`src/rtl/bpp_pkg.sv`:
```
package bpp_pkg;
    // ****************************************
    // Register addresses within the port window
    // ****************************************
    localparam logic [2:0] ADDR_PA_DATA = 3'h0;
    localparam logic [2:0] ADDR_PA_DIR  = 3'h1;
    localparam logic [2:0] ADDR_PA_PU   = 3'h2;
    localparam logic [2:0] ADDR_PA_WU   = 3'h3;
    localparam logic [2:0] ADDR_PB_DATA = 3'h4;
    localparam logic [2:0] ADDR_PB_DIR  = 3'h5;
    localparam logic [2:0] ADDR_PB_PU   = 3'h6;
    // ****************************************
    // Reset values
    // ****************************************
    localparam logic [7:0] RST_PA_DATA = 8'hff;
    localparam logic [7:0] RST_PA_DIR  = 8'hff;
    localparam logic [7:0] RST_PA_PU   = 8'h00;
    localparam logic [7:0] RST_PA_WU   = 8'h00;
    localparam logic [4:0] RST_PB_DATA = 5'h1f;
    localparam logic [4:0] RST_PB_DIR  = 5'h1f;
    localparam logic [4:0] RST_PB_PU   = 5'h00;
    localparam int         PA_W        = 8;
    localparam int         PB_W        = 5;
endpackage

```
`src/rtl/bpp_port.sv`:
```
`timescale 1ns/10ps
module bpp_port (
    // Clock and reset
    input  wire logic                    clk,
    input  wire logic                    rst,
    input  wire logic                    wdt_in_low_power,
    // Core data memory access
    input  wire logic [2:0]              addr,
    input  wire logic                    wr_en,
    input  wire logic                    rd_en,
    input  wire logic [7:0]              wr_data,
    output logic      [7:0]              rd_data,
    // Mode and pin function
    input  wire logic                    low_power,
    input  wire logic                    input_read_control,
    input  wire logic [bpp_pkg::PA_W-1:0] pa_gpio_sel,
    input  wire logic [bpp_pkg::PA_W-1:0] pa_nmos_sel,
    input  wire logic [bpp_pkg::PB_W-1:0] pb_gpio_sel,
    input  wire logic [bpp_pkg::PB_W-1:0] pb_nmos_sel,
    // Pins
    input  wire logic [bpp_pkg::PA_W-1:0] pa_in,
    output logic      [bpp_pkg::PA_W-1:0] pa_out,
    output logic      [bpp_pkg::PA_W-1:0] pa_oe_n,
    output logic      [bpp_pkg::PA_W-1:0] pa_pullhigh,
    input  wire logic [bpp_pkg::PB_W-1:0] pb_in,
    output logic      [bpp_pkg::PB_W-1:0] pb_out,
    output logic      [bpp_pkg::PB_W-1:0] pb_oe_n,
    output logic      [bpp_pkg::PB_W-1:0] pb_pullhigh,
    // Wake-up request
    output logic                          wakeup
);
    import bpp_pkg::*;

    // ****************************************
    // Registers
    // ****************************************
    logic [PA_W-1:0] port_a_data_r, port_a_data_nxt;
    logic [PA_W-1:0] port_a_direction_r, port_a_direction_nxt;
    logic [PA_W-1:0] port_a_pullhigh_enable_r, port_a_pullhigh_enable_nxt;
    logic [PA_W-1:0] port_a_wakeup_enable_r, port_a_wakeup_enable_nxt;
    logic [PB_W-1:0] port_b_data_r, port_b_data_nxt;
    logic [PB_W-1:0] port_b_direction_r, port_b_direction_nxt;
    logic [PB_W-1:0] port_b_pullhigh_enable_r, port_b_pullhigh_enable_nxt;
    logic [7:0]      rd_data_r, rd_data_nxt;

    // Three-stage sync; a level counts once stages two and three agree
    logic [PA_W-1:0] pa_s1_r, pa_s2_r, pa_s3_r, pa_q_r, pa_q_nxt;
    logic [PB_W-1:0] pb_s1_r, pb_s2_r, pb_s3_r, pb_q_r, pb_q_nxt;
    logic [PA_W-1:0] pa_ph_nxt, pa_oe_nxt;
    logic [PB_W-1:0] pb_ph_nxt, pb_oe_nxt;
    logic            wakeup_r, wakeup_nxt;

    // Output pins read latch unless input-read control asks for the pad
    function automatic logic [7:0] port_view(input logic [7:0] pin, input logic [7:0] lat,
                                             input logic [7:0] dir, input logic irc);
        port_view = irc ? pin : ((pin & dir) | (lat & ~dir));
    endfunction

    // Port B bits above the implemented pins always read as zero
    function automatic logic [7:0] pb_wide(input logic [PB_W-1:0] v);
        pb_wide = {{(8-PB_W){1'b0}}, v};
    endfunction

    // ****************************************
    // Elaboration checks
    // ****************************************
    // The read mux places port A straight on the data bus
    if (PA_W != 8) begin : g_pa_width_bad
        $error("port a width must equal the data bus width");
    end
    // Port B needs at least one zero-filled bit above its pins
    if (PB_W < 1 || PB_W > 7) begin : g_pb_width_bad
        $error("port b width must be from 1 to 7");
    end

    // ****************************************
    // Next-state logic
    // ****************************************
    always_comb begin
        port_a_data_nxt            = port_a_data_r;
        port_a_direction_nxt       = port_a_direction_r;
        port_a_pullhigh_enable_nxt = port_a_pullhigh_enable_r;
        port_a_wakeup_enable_nxt   = port_a_wakeup_enable_r;
        port_b_data_nxt            = port_b_data_r;
        port_b_direction_nxt       = port_b_direction_r;
        port_b_pullhigh_enable_nxt = port_b_pullhigh_enable_r;
        if (wr_en) begin
            unique case (addr)
                ADDR_PA_DATA: port_a_data_nxt            = wr_data;
                ADDR_PA_DIR:  port_a_direction_nxt       = wr_data;
                ADDR_PA_PU:   port_a_pullhigh_enable_nxt = wr_data;
                ADDR_PA_WU:   port_a_wakeup_enable_nxt   = wr_data;
                ADDR_PB_DATA: port_b_data_nxt            = wr_data[PB_W-1:0];
                ADDR_PB_DIR:  port_b_direction_nxt       = wr_data[PB_W-1:0];
                ADDR_PB_PU:   port_b_pullhigh_enable_nxt = wr_data[PB_W-1:0];
                default: ;
            endcase
        end

        pa_q_nxt = (pa_s2_r == pa_s3_r) ? pa_s3_r : pa_q_r;
        pb_q_nxt = (pb_s2_r == pb_s3_r) ? pb_s3_r : pb_q_r;

        rd_data_nxt = rd_data_r;
        if (rd_en) begin
            unique case (addr)
                ADDR_PA_DATA: rd_data_nxt = port_view(pa_q_r, port_a_data_r,
                                                      port_a_direction_r, input_read_control);
                ADDR_PA_DIR:  rd_data_nxt = port_a_direction_r;
                ADDR_PA_PU:   rd_data_nxt = port_a_pullhigh_enable_r;
                ADDR_PA_WU:   rd_data_nxt = port_a_wakeup_enable_r;
                ADDR_PB_DATA: rd_data_nxt = port_view(pb_wide(pb_q_r), pb_wide(port_b_data_r),
                                                      pb_wide(port_b_direction_r),
                                                      input_read_control);
                ADDR_PB_DIR:  rd_data_nxt = pb_wide(port_b_direction_r);
                ADDR_PB_PU:   rd_data_nxt = pb_wide(port_b_pullhigh_enable_r);
                default:      rd_data_nxt = 8'h00;
            endcase
        end

        // Direction 0 drives CMOS output; active-low enable
        pa_oe_nxt = port_a_direction_r;
        pb_oe_nxt = port_b_direction_r;
        // Pull-high only for digital input or NMOS output function
        pa_ph_nxt = port_a_pullhigh_enable_r
                  & ((pa_gpio_sel & port_a_direction_r) | pa_nmos_sel);
        pb_ph_nxt = port_b_pullhigh_enable_r
                  & ((pb_gpio_sel & port_b_direction_r) | pb_nmos_sel);

        // Falling edge of debounced level on enabled general inputs
        wakeup_nxt = low_power
                   & |(pa_q_r & ~pa_q_nxt & port_a_wakeup_enable_r
                       & port_a_direction_r & pa_gpio_sel);
    end

    // ****************************************
    // Registers
    // ****************************************
    // Watchdog time-out in low power keeps all contents
    always_ff @(posedge clk) begin
        if (rst && !wdt_in_low_power) begin
            port_a_data_r            <= RST_PA_DATA;
            port_a_direction_r       <= RST_PA_DIR;
            port_a_pullhigh_enable_r <= RST_PA_PU;
            port_a_wakeup_enable_r   <= RST_PA_WU;
            port_b_data_r            <= RST_PB_DATA;
            port_b_direction_r       <= RST_PB_DIR;
            port_b_pullhigh_enable_r <= RST_PB_PU;
        end else if (!rst) begin
            port_a_data_r            <= port_a_data_nxt;
            port_a_direction_r       <= port_a_direction_nxt;
            port_a_pullhigh_enable_r <= port_a_pullhigh_enable_nxt;
            port_a_wakeup_enable_r   <= port_a_wakeup_enable_nxt;
            port_b_data_r            <= port_b_data_nxt;
            port_b_direction_r       <= port_b_direction_nxt;
            port_b_pullhigh_enable_r <= port_b_pullhigh_enable_nxt;
        end
    end

    // ****************************************
    // Pad synchronisers
    // ****************************************
    // Stages run through every reset so the pad view is fresh when code resumes
    always_ff @(posedge clk) begin
        pa_s1_r <= pa_in;
        pa_s2_r <= pa_s1_r;
        pa_s3_r <= pa_s2_r;
        pb_s1_r <= pb_in;
        pb_s2_r <= pb_s1_r;
        pb_s3_r <= pb_s2_r;
    end

    // ****************************************
    // Settled pad level
    // ****************************************
    // Idle-high reset level keeps the wake detector from seeing a false edge
    always_ff @(posedge clk) begin
        if (rst && !wdt_in_low_power) begin
            pa_q_r <= RST_PA_DATA;
            pb_q_r <= RST_PB_DATA;
        end else if (!rst) begin
            pa_q_r <= pa_q_nxt;
            pb_q_r <= pb_q_nxt;
        end
    end

    // ****************************************
    // Read data
    // ****************************************
    // Held between reads so the core may take it late
    always_ff @(posedge clk) begin
        if (rst && !wdt_in_low_power) begin
            rd_data_r <= 8'h00;
        end else if (!rst) begin
            rd_data_r <= rd_data_nxt;
        end
    end

    // ****************************************
    // Pad controls
    // ****************************************
    // Registered so pads never see a glitch from the function selects
    always_ff @(posedge clk) begin
        if (rst && !wdt_in_low_power) begin
            pa_oe_n     <= RST_PA_DIR;
            pb_oe_n     <= RST_PB_DIR;
            pa_pullhigh <= RST_PA_PU;
            pb_pullhigh <= RST_PB_PU;
        end else if (!rst) begin
            pa_oe_n     <= pa_oe_nxt;
            pb_oe_n     <= pb_oe_nxt;
            pa_pullhigh <= pa_ph_nxt;
            pb_pullhigh <= pb_ph_nxt;
        end
    end

    // ****************************************
    // Wake-up pulse
    // ****************************************
    always_ff @(posedge clk) begin
        if (rst && !wdt_in_low_power) begin
            wakeup_r <= 1'b0;
        end else if (!rst) begin
            wakeup_r <= wakeup_nxt;
        end
    end

    // ****************************************
    // Outputs
    // ****************************************
    assign pa_out  = port_a_data_r;
    assign pb_out  = port_b_data_r;
    assign rd_data = rd_data_r;
    assign wakeup  = wakeup_r;
endmodule // bpp_port
```
`config.mk`:
```
export PLATFORM = sky130hd
export DESIGN_NAME = bpp_port
export DESIGN_NICKNAME = d
export VERILOG_FILES = /design/src/rtl/bpp_pkg.sv /design/src/rtl/bpp_port.sv
export SDC_FILE = /design/constraint.sdc
export NUM_CORES = 1
export LEC_CHECK = 0
export ABC_AREA = 1
export ABC_CLOCK_PERIOD_IN_PS = 2100
export BUFFER_PORTS_ARGS = -buffer_cell sky130_fd_sc_hd__buf_2
export CORE_MARGIN = 3
export CORE_UTILIZATION = 27
export DETAILED_ROUTE_END_ITERATION = 8
export GPL_ROUTABILITY_DRIVEN = 0
export PLACE_DENSITY = 0.49
export SLEW_MARGIN = 20
export SYNTH_ARGS = -nofsm -noshare
export SYNTH_HDL_FRONTEND = slang
export SYNTH_SLANG_ARGS = --single-unit
```
`constraint.sdc`:
```
create_clock -name clk -period 2.1 [get_ports clk]
set_clock_uncertainty 0.2 [all_clocks]
set_input_delay 0.315 -clock clk [delete_from_list [all_inputs] [get_ports clk]]
set_output_delay 0.315 -clock clk [all_outputs]
set_load 0.005 [all_outputs]
```
==> results of run 1 <==
==> stage by stage <==
| stage | hold WS, ns | std cells | setup WS (ns) |
|---|---|---|---|
| 3_3_place_gp | 0.111 | 957 | 0.248 |
| 5_1_grt | 0.0362 | 1016 | 0.249 |
| 6_report | 0.0138 | 1016 | 0.410 |
| 2_1_floorplan | 0.110 | 634 | 0.585 |
| 4_1_cts | 0.000511 | 1016 | 0.414 |
| 3_5_place_dp | 0.113 | 957 | 0.236 |
==> worst max path at each step <==
stage	startpoint	slack, ns	to	depth (start not counted)
floorplan	rst	0.58	port_a_wakeup_enable_r[5]	8
global placement	addr[2]	0.25	rd_data[2]	8
detailed placement	addr[2]	0.24	rd_data[2]	8
CTS	pa_s3_r[5]	0.41	pa_q_r[6]	11
global route	pa_s3_r[2]	0.25	pa_q_r[0]	12
finish	pa_s3_r[5]	0.41	pa_q_r[6]	11
==> cell usage in the layout, fill, tap and decap left out, types with 7 or more instances in the layout <==
cell                            Yosys  final
sky130_fd_sc_hd__nand3_1           47     47
sky130_fd_sc_hd__o21ai_0           69     69
sky130_fd_sc_hd__nor2_1            38     38
sky130_fd_sc_hd__nor3_1            13     13
sky130_fd_sc_hd__o31ai_1           16     16
sky130_fd_sc_hd__dlygate4sd3_1      0     27
sky130_fd_sc_hd__o22ai_1            8      8
sky130_fd_sc_hd__buf_2              4    104
sky130_fd_sc_hd__inv_1             75     75
sky130_fd_sc_hd__a21oi_1           53     53
sky130_fd_sc_hd__clkbuf_16          0     17
sky130_fd_sc_hd__dfxtp_1          134    134
sky130_fd_sc_hd__o311ai_0           8      8
sky130_fd_sc_hd__o211ai_1           7      7
sky130_fd_sc_hd__nand2_1          115    115
sky130_fd_sc_hd__buf_4              2     10
==> sequential cells by signal, summed over array words and instances (netlist names), 8 cells and up <==
name                      cells
pa_oe_n                       8
pa_oe_nxt                     8
pa_out                        8
pa_pullhigh                   8
pa_q_r                        8
pa_s1_r                       8
pa_s2_r                       8
pa_s3_r                       8
port_a_pullhigh_enable_r      8
port_a_wakeup_enable_r        8
rd_data                       8
==> cell type report <==
cell class | count | area [µm²] | area share
clock buffer | 17 | 425 | 0.0632
clock inverter | 15 | 176 | 0.0262
inverter | 81 | 309 | 0.0459
multi-input combinational | 398 | 1970 | 0.292
sequential | 134 | 2680 | 0.398
tap | 229 | 287 | 0.0426
timing repair buffer | 142 | 886 | 0.132
==> layer usage <==
metal	share of wire	GRT usage	up-vias
met5	0	0	-
met4	0.0096	0.0480	0
met3	0.073	0.0439	15
met2	0.43	0.238	148
met1	0.49	0.239	2083
li1	-	-	2418
==> logic make-up (layout without fill, tap and decap cells) <==
group	after synthesis	after routing
AND/OR/NAND/NOR	226	226
AO/OA/AOI/OAI	170	170
buffers and inverters	102	255
XOR/XNOR	2	2
flip-flops	134	134
==> power by group <==
group	total, µW	internal, µW	switching [µW]
clock	3050	1870	1180
combinational	554	232	322
sequential	2810	2700	108
total	6410	4800	1610
==> critical path: cells and delay by family, from the launching register on <==
| family | cells | cell delay (ns) |
|---|---|---|
| simple gates | 6 | 0.63 |
| flops | 1 | 0.38 |
| buf+inv | 4 | 0.27 |
| compound gates | 1 | 0.11 |
==> results_dict.tcl, run 1 <==
set metrics [dict create \
    crit_top_cell "sky130_fd_sc_hd__nand2_1" \
    rsz0062_at_grt "no" \
    syn-num-nets 691 \
    design_power_uw 6410 \
    timing.hold.worst_endpoint "pa_pullhigh[5]" \
    synthesis_to_layout_area_growth_pct 33.1 \
    clkLatencyLatePin_ns 0.42 \
    start_kind "register" \
    cp_data_arrival_time_ns 1.80 \
    synth.cells.most_frequent "134 x sky130_fd_sc_hd__dfxtp_1, 115 x sky130_fd_sc_hd__nand2_1, 75 x sky130_fd_sc_hd__inv_1" \
    r2r_end "pa_q_r[6]" \
    crit_fanout 8 \
    timing_worst_setup_path_type "reg -> reg" \
    postRouteAntennaNets 0 \
    path_cells "inv_1 > nand2_1 > nand2_1 > nor2_1 > nand2_1 > nor2_4 > inv_4 > nor2_8 > inv_4 > o21ai_1 > inv_1" \
    worst_setup_hold_path_clk_slew_ns 0.06 \
    finalSetupTns_ns 0 \
    synthXorXnorAreaFrac 0.00346 \
    adder_cell_share_of_the_synthesized_area 0 \
    main_combinational_cell_family_by_area_after_synthesis "simple AND/OR/NAND/NOR gates" \
    drive_gt1_frac 0.205 \
    minimum_setup_slack_among_reg_to_reg_paths_ns 0.41 \
    synth_cells 634 \
    placed_cell_area_um2 5860 \
    grt-ovfl-total 0 \
    yosysUniqueCellTypes 34 \
    cts-htree-levels 4 \
    power-per-cell-area_nw_per_um2 952 \
    setup_violations 0 \
    cts_tree "built" \
    final_hold_viol_count 0 \
    finish.instance_area_um2 6730 \
    clock_sink_count 134 \
    netlist.top_cell.by_area "sky130_fd_sc_hd__dfxtp_1" \
    port_buffers 104 \
    drc 0 \
    syn-mean-instance-area_um2 7.98 \
    clk_root_buffer_cell "sky130_fd_sc_hd__clkbuf_16" \
    cts.repair.resized 0 \
    post-cts-setup-buffers 0 \
    maxCapViolations 0 \
    synth_flop_cell "sky130_fd_sc_hd__dfxtp_1" \
    top_ports 105 \
    synth-edff-count 0 \
    routed_via_density 4.59 \
    top_cells_by_area_in_the_synthesized_netlist "sky130_fd_sc_hd__dfxtp_1 53%, sky130_fd_sc_hd__nand2_1 8.5%, sky130_fd_sc_hd__o21ai_0 6.8%" \
    finalNetCount 831 \
    yosys_register_bits 134 \
    endpoint_kind "register" \
    synthesis.area_um2 5060 \
    timing.reg2reg.worst_path_depth 11 \
    slew_headroom 0.625 \
    fmaxAchievable_mhz 592 \
    slew_violations 0 \
    worst_hold_path_type "in -> reg" \
    initial_core_utilization 0.278 \
    layout_min_cycle_time_ns 1.69 \
    finish.utilization 0.370 \
    row_count 49 \
    holdBufCountCts 27 \
    leakage_uw 0.00310 \
    worstHoldPathCells 3 \
    detailedRoute.firstPassIterationCount 5 \
    synth_mux_area_frac 0 \
    min-delay-start "pa_gpio_sel[5]" \
    route.detailed.wl_per_inst_um 16.3 \
    ys.warnings.count 0 \
    dp_hpwl_mm 12.2 \
    diodes 0 \
    netlist.area_leader.share 0.530 \
    wire_length_of_the_first_global_routing_pass_mm 25.4 \
    number_of_global_route_vias_before_repair 4398 \
    grt_usage 0.164 \
    synth-seq-area-share 0.530 \
    number_of_antenna_violations_at_the_first_check_in_global_routing 0 \
    final.fill_count 1889 \
    cpPeakStageDelay_ns 0.38 \
    fp.coreArea_um2 18200 \
    fp.dieArea_um2 20400 \
    worst_slew_pin_tran_ns 0.560 \
    initialDrtViolationCount 334 \
    dominant_cell_by_count_in_the_synthesized_netlist "sky130_fd_sc_hd__dfxtp_1" \
    grt_start_max_net_pins 52 \
    cts_buffer_depth 2 \
    synth_simple_gate_area_frac 0.194 \
    critPathRequiredTime_ns 2.21 \
    regToRegStartpoint "pa_s3_r[5]" \
    synth_compound_gate_area_share 0.191 \
    irDropWorstVdd_v 0.000561 \
    chipHeight_um 143 \
    worst_path_max_delay_cell "sky130_fd_sc_hd__dfxtp_1" \
    run_status "finished, final reports clean" \
    numCtsBuffers 17 \
    synth_async_sr_flop_share 0 \
    num_vias 4664 \
    fp.dieW_um 143 \
    finalCritPeriodShare 0.805 \
    detail_route.wirelength_mm 16.6 \
]
Power figures use the tool's default switching activity.
==> run 2: changes to the inputs <==
--- a/config.mk
+++ b/config.mk
@@ -6,13 +6,13 @@
 export NUM_CORES = 1
 export LEC_CHECK = 0
 export ABC_AREA = 1
-export ABC_CLOCK_PERIOD_IN_PS = 2100
+export ABC_CLOCK_PERIOD_IN_PS = 1450
 export BUFFER_PORTS_ARGS = -buffer_cell sky130_fd_sc_hd__buf_2
 export CORE_MARGIN = 3
 export CORE_UTILIZATION = 27
 export DETAILED_ROUTE_END_ITERATION = 8
 export GPL_ROUTABILITY_DRIVEN = 0
-export PLACE_DENSITY = 0.49
+export PLACE_DENSITY = 0.51
 export SLEW_MARGIN = 20
 export SYNTH_ARGS = -nofsm -noshare
 export SYNTH_HDL_FRONTEND = slang
==> constraint.sdc (replaced) <==
create_clock -name clk -period 1.45 [get_ports clk]
set_clock_uncertainty 0.2 [all_clocks]
set_input_delay 0.2175 -clock clk [delete_from_list [all_inputs] [get_ports clk]]
set_output_delay 0.2175 -clock clk [all_outputs]
set_load 0.005 [all_outputs]
==> run 2 against run 1 <==
- the flow now finishes with violations (negative setup slack)
- combinational power increased by 90%
- critical path depth stayed put
- core utilization rose by 5.8 points
- routed wire length up 4.0%
==> results_dict.tcl, run 2 (same netlist as run 1, synthesis figures left out) <==
set metrics [dict create \
    routed_via_density 4.56 \
    start_kind "register" \
    fp.dieW_um 143 \
    globalRoute.busiestLayer "met2" \
    worst_hold_path_type "in -> reg" \
    port_buffers 104 \
    dp.cells 1029 \
    synthesis_to_layout_area_growth_pct 54.2 \
    cts_buffer_depth 2 \
    p_clk_frac 0.479 \
    layout.cells.most_common "sky130_fd_sc_hd__nand2_1" \
    minimum_setup_slack_among_reg_to_reg_paths_ns -0.22 \
    fmaxAchievable_mhz 600 \
    setup_violations 9 \
    internal-power_uw 7430 \
    critPathBufInv 3 \
    cts_tree "built" \
    timing_worst_setup_path_type "reg -> reg" \
    worst_setup_path_endpoint "pa_q_r[2]" \
    global_route_track_usage_on_met1 0.246 \
    run_status "finished, violations left" \
    drive_gt1_frac 0.336 \
    irDropWorstVdd_v 0.000757 \
    r2r_end "pa_q_r[2]" \
    violations "negative setup slack" \
    row_count 49 \
    top_ports 105 \
    slew_violations 0 \
    cp_top_family "simple AND/OR/NAND/NOR gates" \
    grt-ovfl-total 0 \
    wire_length_of_the_first_global_routing_pass_mm 26.7 \
    regToRegStartpoint "pa_s3_r[4]" \
    final_hold_viol_count 0 \
    detail_route.wirelength_mm 17.3 \
    numCtsBuffers 17 \
    final.setup.worst_slack_ns -0.216 \
    setup_slack_after_placement_ns -0.231 \
    clock_sink_count 134 \
    crit_fanout 8 \
    crit_cells 11 \
    route.detailed.wl_per_inst_um 15.5 \
    grt_start_max_net_pins 52 \
    sequentialPowerShare 0.414 \
    clkLatencyLatePin_ns 0.42 \
    fp.coreArea_um2 18200 \
    dp_hpwl_mm 12.8 \
    power-per-cell-area_nw_per_um2 1260 \
    final.fill_count 1833 \
    path_cells "inv_2 > nand2_1 > nand2_1 > nor2_1 > nand2_1 > nor2_4 > inv_4 > nor2_8 > nand2_1 > o31ai_1 > inv_1" \
    initial_core_utilization 0.278 \
    post_route_insts_no_fill 1117 \
    worst_path_max_delay_cell "sky130_fd_sc_hd__dfxtp_2" \
    endpoint_kind "register" \
    rsz0062_at_grt "yes" \
    grt_usage 0.172 \
    finalNetCount 932 \
    finalSetupTns_ns -1.59 \
    switching_share 0.244 \
    finalCritPeriodShare 1.15 \
    cpPeakStageDelay_ns 0.35 \
    leakage_uw 0.00362 \
    critPathRequiredTime_ns 1.56 \
    detailedRoute.firstPassIterationCount 6 \
    grt_util_met3 0.0372 \
    chipHeight_um 143 \
    layout_min_cycle_time_ns 1.67 \
    cts-htree-levels 4 \
    worst_slew_pin_tran_ns 0.516 \
    slew_headroom 0.656 \
    power.combinational.fraction 0.107 \
    postRouteAntennaNets 0 \
    multiInputGateArea_um2 2100 \
    cp_data_arrival_time_ns 1.77 \
    initialDrtViolationCount 363 \
    diodes 0 \
    fp.dieArea_um2 20400 \
    worst_setup_hold_path_clk_slew_ns 0.06 \
    total_switching_power_uw 2390 \
    crit_top_cell "sky130_fd_sc_hd__nand2_1" \
    maxCapViolations 0 \
    num_vias 5095 \
    timing.critical_path.from "pa_s3_r[4]" \
    number_of_global_route_vias_before_repair 4880 \
    clk_root_buffer_cell "sky130_fd_sc_hd__clkbuf_16" \
    sequential_cell_area_um2 2720 \
    most-common-layout-cells "113 x sky130_fd_sc_hd__nand2_1, 109 x sky130_fd_sc_hd__dfxtp_1, 104 x sky130_fd_sc_hd__buf_2" \
    drc 0 \
    number_of_antenna_violations_at_the_first_check_in_global_routing 0 \
    timing.reg2reg.worst_path_depth 11 \
    fraction_of_met2_tracks_used_by_global_routing 0.256 \
]
[run 2: cell count changes in the layout (fill, tap and decap cells not counted), sizes merged]
cell         change
dlygate4sd3     +21
inv              +1
buf             +79
clkbuf           +2
clkinv           -1
clkinvlp         -2
bufinv           +1
[run 2: through the flow]
step / total power, µW / hold slack, ns / utilization / area (µm²)
finish: 9820 / 0.0226 / 0.428 / 7800
global route: 10200 / 0.0506 / 0.428 / 7800
CTS: 9880 / 0.0107 / 0.418 / 7620
detailed placement: 5040 / 0.112 / 0.354 / 6450
global placement: 5040 / 0.111 / 0.354 / 6450
floorplan: 4490 / 0.0452 / - / 5070
[run 2: what timing repair did]
| item | CTS | global route |
|---|---|---|
| gates resized for setup | 10 | 54 |
| cloned | 0 | 1 |
| endpoints found under the setup margin | 15 | 21 |
| pin swaps | 11 | 11 |
| hold endpoints to repair | 65 | 0 |
| buffers inserted | 4 | 3 |
| hold buffers | 48 | 0 |
[run 2: worst register-to-register path: cells and delay by family, from the launching register on]
family                 cells  cell delay, ns
buffers and inverters      3            0.19
AND/OR/NAND/NOR            7            0.74
AO/OA/AOI/OAI              1            0.07
flip-flops                 1            0.35
[run 2: per-layer routing]
layer	up-vias	part of all wire
met5	-	0
met3	16	0.054
met1	2322	0.50
met4	0	0.015
met2	147	0.43
li1	2610	-
[run 2: worst min-delay path by stage]
stage | cells past startpoint | start | slack [ns] | end
6_report | 4 | wdt_in_low_power | 0.02 | pa_pullhigh[6]
5_1_grt | 4 | wdt_in_low_power | 0.05 | pa_pullhigh[6]
3_3_place_gp | 0 | pa_s1_r[7] | 0.11 | pa_s2_r[7]
4_1_cts | 4 | wdt_in_low_power | 0.01 | pa_pullhigh[6]
3_5_place_dp | 0 | pb_s1_r[3] | 0.11 | pb_s2_r[3]
2_1_floorplan | 0 | pa_in[0] | 0.05 | pa_s1_r[0]
[run 2: power by group through the flow]
stage,logic [µW],registers (µW),clock network (µW)
after floorplan,388,4100,0
after global placement,905,4130,0
after detailed placement,906,4130,0
after CTS,1020,4060,4810
after global routing,1170,4090,4950
final,1050,4070,4700
[run 2: final cells by class]
| type | instances | area share |
|---|---|---|
| clock buffers | 19 | 0.0581 |
| clock inverters | 13 | 0.0249 |
| repair inverters | 1 | 0.000963 |
| multi-input cells | 398 | 0.269 |
| repair buffers | 242 | 0.221 |
| inverters | 81 | 0.0400 |
| well taps | 229 | 0.0367 |
| flip-flops and latches | 134 | 0.349 |
==> run 3: changes to the inputs <==
--- a/config.mk
+++ b/config.mk
@@ -8,6 +8,7 @@
 export ABC_AREA = 1
 export ABC_CLOCK_PERIOD_IN_PS = 1450
 export BUFFER_PORTS_ARGS = -buffer_cell sky130_fd_sc_hd__buf_2
+export CORE_ASPECT_RATIO = 0.75
 export CORE_MARGIN = 3
 export CORE_UTILIZATION = 27
 export DETAILED_ROUTE_END_ITERATION = 8
==> run 3 against run 2 <==
- the run still ends with negative setup slack left
- non-clock buffer count rose by 4
- flip-flop and latch count did not move
- register-to-register slack gained 0.04 ns
- cell count increased by 1.5%
- critical path type unchanged
- largest power group unchanged
- highest routed layer unchanged
==> results_dict.tcl, run 3 (same netlist as run 1, synthesis figures left out) <==
set metrics [dict create \
    diodes 0 \
    power-per-cell-area_nw_per_um2 1200 \
    layout_min_cycle_time_ns 1.63 \
    finalCritPeriodShare 1.12 \
    cts_buffer_depth 2 \
    switching_share 0.254 \
    finalNetCount 936 \
    post_route_insts_no_fill 1134 \
    maxCapViolations 0 \
    drc 0 \
    grt_start_max_net_pins 46 \
    sequentialPowerShare 0.434 \
    clkLatencyLatePin_ns 0.43 \
    number_of_antenna_violations_at_the_first_check_in_global_routing 0 \
    chipHeight_um 125 \
    endpoint_kind "register" \
    initialDrtViolationCount 408 \
    fp.coreArea_um2 18000 \
    route.detailed.wl_per_inst_um 15.8 \
    number_of_global_route_vias_before_repair 4951 \
    initial_core_utilization 0.281 \
    port_buffers 104 \
    finalSetupTns_ns -1.17 \
    crit_fanout 8 \
    run_status "finished, violations left" \
    row_count 42 \
    cts-htree-levels 4 \
    top_ports 105 \
    leakage_uw 0.00360 \
    final.fill_count 1801 \
    irDropWorstVdd_v 0.000650 \
    num_vias 5137 \
    detail_route.wirelength_mm 18.0 \
    grt-ovfl-total 0 \
    power.combinational.fraction 0.116 \
    drive_gt1_frac 0.349 \
    dp.cells 1047 \
    total_switching_power_uw 2380 \
    crit_cells 11 \
    fp.dieArea_um2 20400 \
    numCtsBuffers 17 \
    worst_slew_pin_tran_ns 0.447 \
    path_cells "inv_1 > nand2_1 > nand2_1 > nor2_2 > nand2_2 > nor2_4 > inv_4 > nor2_8 > inv_4 > o21ai_2 > inv_1" \
    cp_top_family "simple AND/OR/NAND/NOR gates" \
    detailedRoute.firstPassIterationCount 5 \
    violations "negative setup slack" \
    routed_via_density 4.53 \
    wire_length_of_the_first_global_routing_pass_mm 27.8 \
    final_hold_viol_count 0 \
    critPathBufInv 4 \
    rsz0062_at_grt "yes" \
    slew_violations 0 \
    worst_path_max_delay_cell "sky130_fd_sc_hd__dfxtp_2" \
    worstHoldPathCells 4 \
    layout.cells.most_common "sky130_fd_sc_hd__nand2_1" \
    cp_data_arrival_time_ns 1.75 \
    fmaxAchievable_mhz 615 \
    fp.dieW_um 164 \
    timing_worst_setup_path_type "reg -> reg" \
    p_clk_frac 0.450 \
    postRouteAntennaNets 0 \
    synthesis_to_layout_area_growth_pct 54.2 \
    setup_violations 9 \
    dp_hpwl_mm 13.3 \
    multiInputGateArea_um2 2110 \
    clk_root_buffer_cell "sky130_fd_sc_hd__clkbuf_16" \
    final.setup.worst_slack_ns -0.176 \
    internal-power_uw 7010 \
    cpPeakStageDelay_ns 0.33 \
    slew_headroom 0.698 \
    grt_usage 0.180 \
    critPathRequiredTime_ns 1.57 \
    most-common-layout-cells "108 x sky130_fd_sc_hd__nand2_1, 107 x sky130_fd_sc_hd__dfxtp_1, 103 x sky130_fd_sc_hd__buf_2" \
    start_kind "register" \
    worst_hold_path_type "in -> reg" \
    sequential_cell_area_um2 2720 \
    clock_sink_count 134 \
    worst_setup_hold_path_clk_slew_ns 0.06 \
    cts_tree "built" \
    timing.reg2reg.worst_path_depth 11 \
]
[run 3: changes by cell type in the layout (fill, tap and decap cells not counted), sizes merged]
cell,delta
clkinvlp,+2
inv,-3
clkinv,+3
buf,+4
bufinv,-2
[run 3: path summary, 6_finish.rpt]
check | start | endpoint | slack, ns
min reg2reg | pa_s1_r[4] | pa_s2_r[4] | 0.13
max | pa_s2_r[2] | pa_q_r[6] | -0.18
max reg2reg | pa_s2_r[2] | pa_q_r[6] | -0.18
min | rst | pa_oe_n[3] | 0.02
[run 3: area by class of cell]
| cell class | count | share of cell area |
|---|---|---|
| inverter | 81 | 0.0399 |
| clock buffer | 19 | 0.0568 |
| clock inverter | 13 | 0.0168 |
| timing repair buffer | 246 | 0.227 |
| tap | 242 | 0.0388 |
| timing repair inverter | 1 | 0.000963 |
| sequential | 134 | 0.349 |
| multi-input combinational | 398 | 0.270 |
[run 3: timing repair]
action,in CTS,in global routing
endpoints found under the setup margin,17,26
buffers inserted,2,4
pin swaps,5,17
hold endpoints to repair,64,0
gates cloned,0,1
hold buffers,48,0
resized for setup,11,70
[run 3: per-stage QoR]
step	hold slack, ns	total power (µW)	utilization	setup WS [ns]	cell area [µm²]
after floorplan	0.0452	4490	-	-0.0212	5070
after global placement	0.112	5070	0.361	-0.214	6500
after detailed placement	0.113	5070	0.361	-0.225	6500
after CTS	0.00878	9430	0.421	-0.133	7590
after global routing	0.0299	9780	0.433	-0.318	7800
final	0.0152	9390	0.433	-0.176	7800
[run 3: power groups by stage]
| stage | Sequential [µW] | Clock, µW | Combinational, µW |
|---|---|---|---|
| final | 4070 | 4230 | 1090 |
| after global routing | 4100 | 4470 | 1210 |
| after CTS | 4060 | 4320 | 1050 |
| after detailed placement | 4140 | 0 | 933 |
| after global placement | 4130 | 0 | 933 |
| after floorplan | 4100 | 0 | 388 |
[run 3: routing by layer]
layer,global-route usage,part of all wire
met1,0.273,0.53
met2,0.243,0.39
met3,0.0489,0.062
met4,0.0552,0.012
met5,0,0
[run 3: tightest hold or removal path, delay by kind of cell]
family        cells  cell delay, ns
buf+inv           2            0.21
simple gates      2            0.16
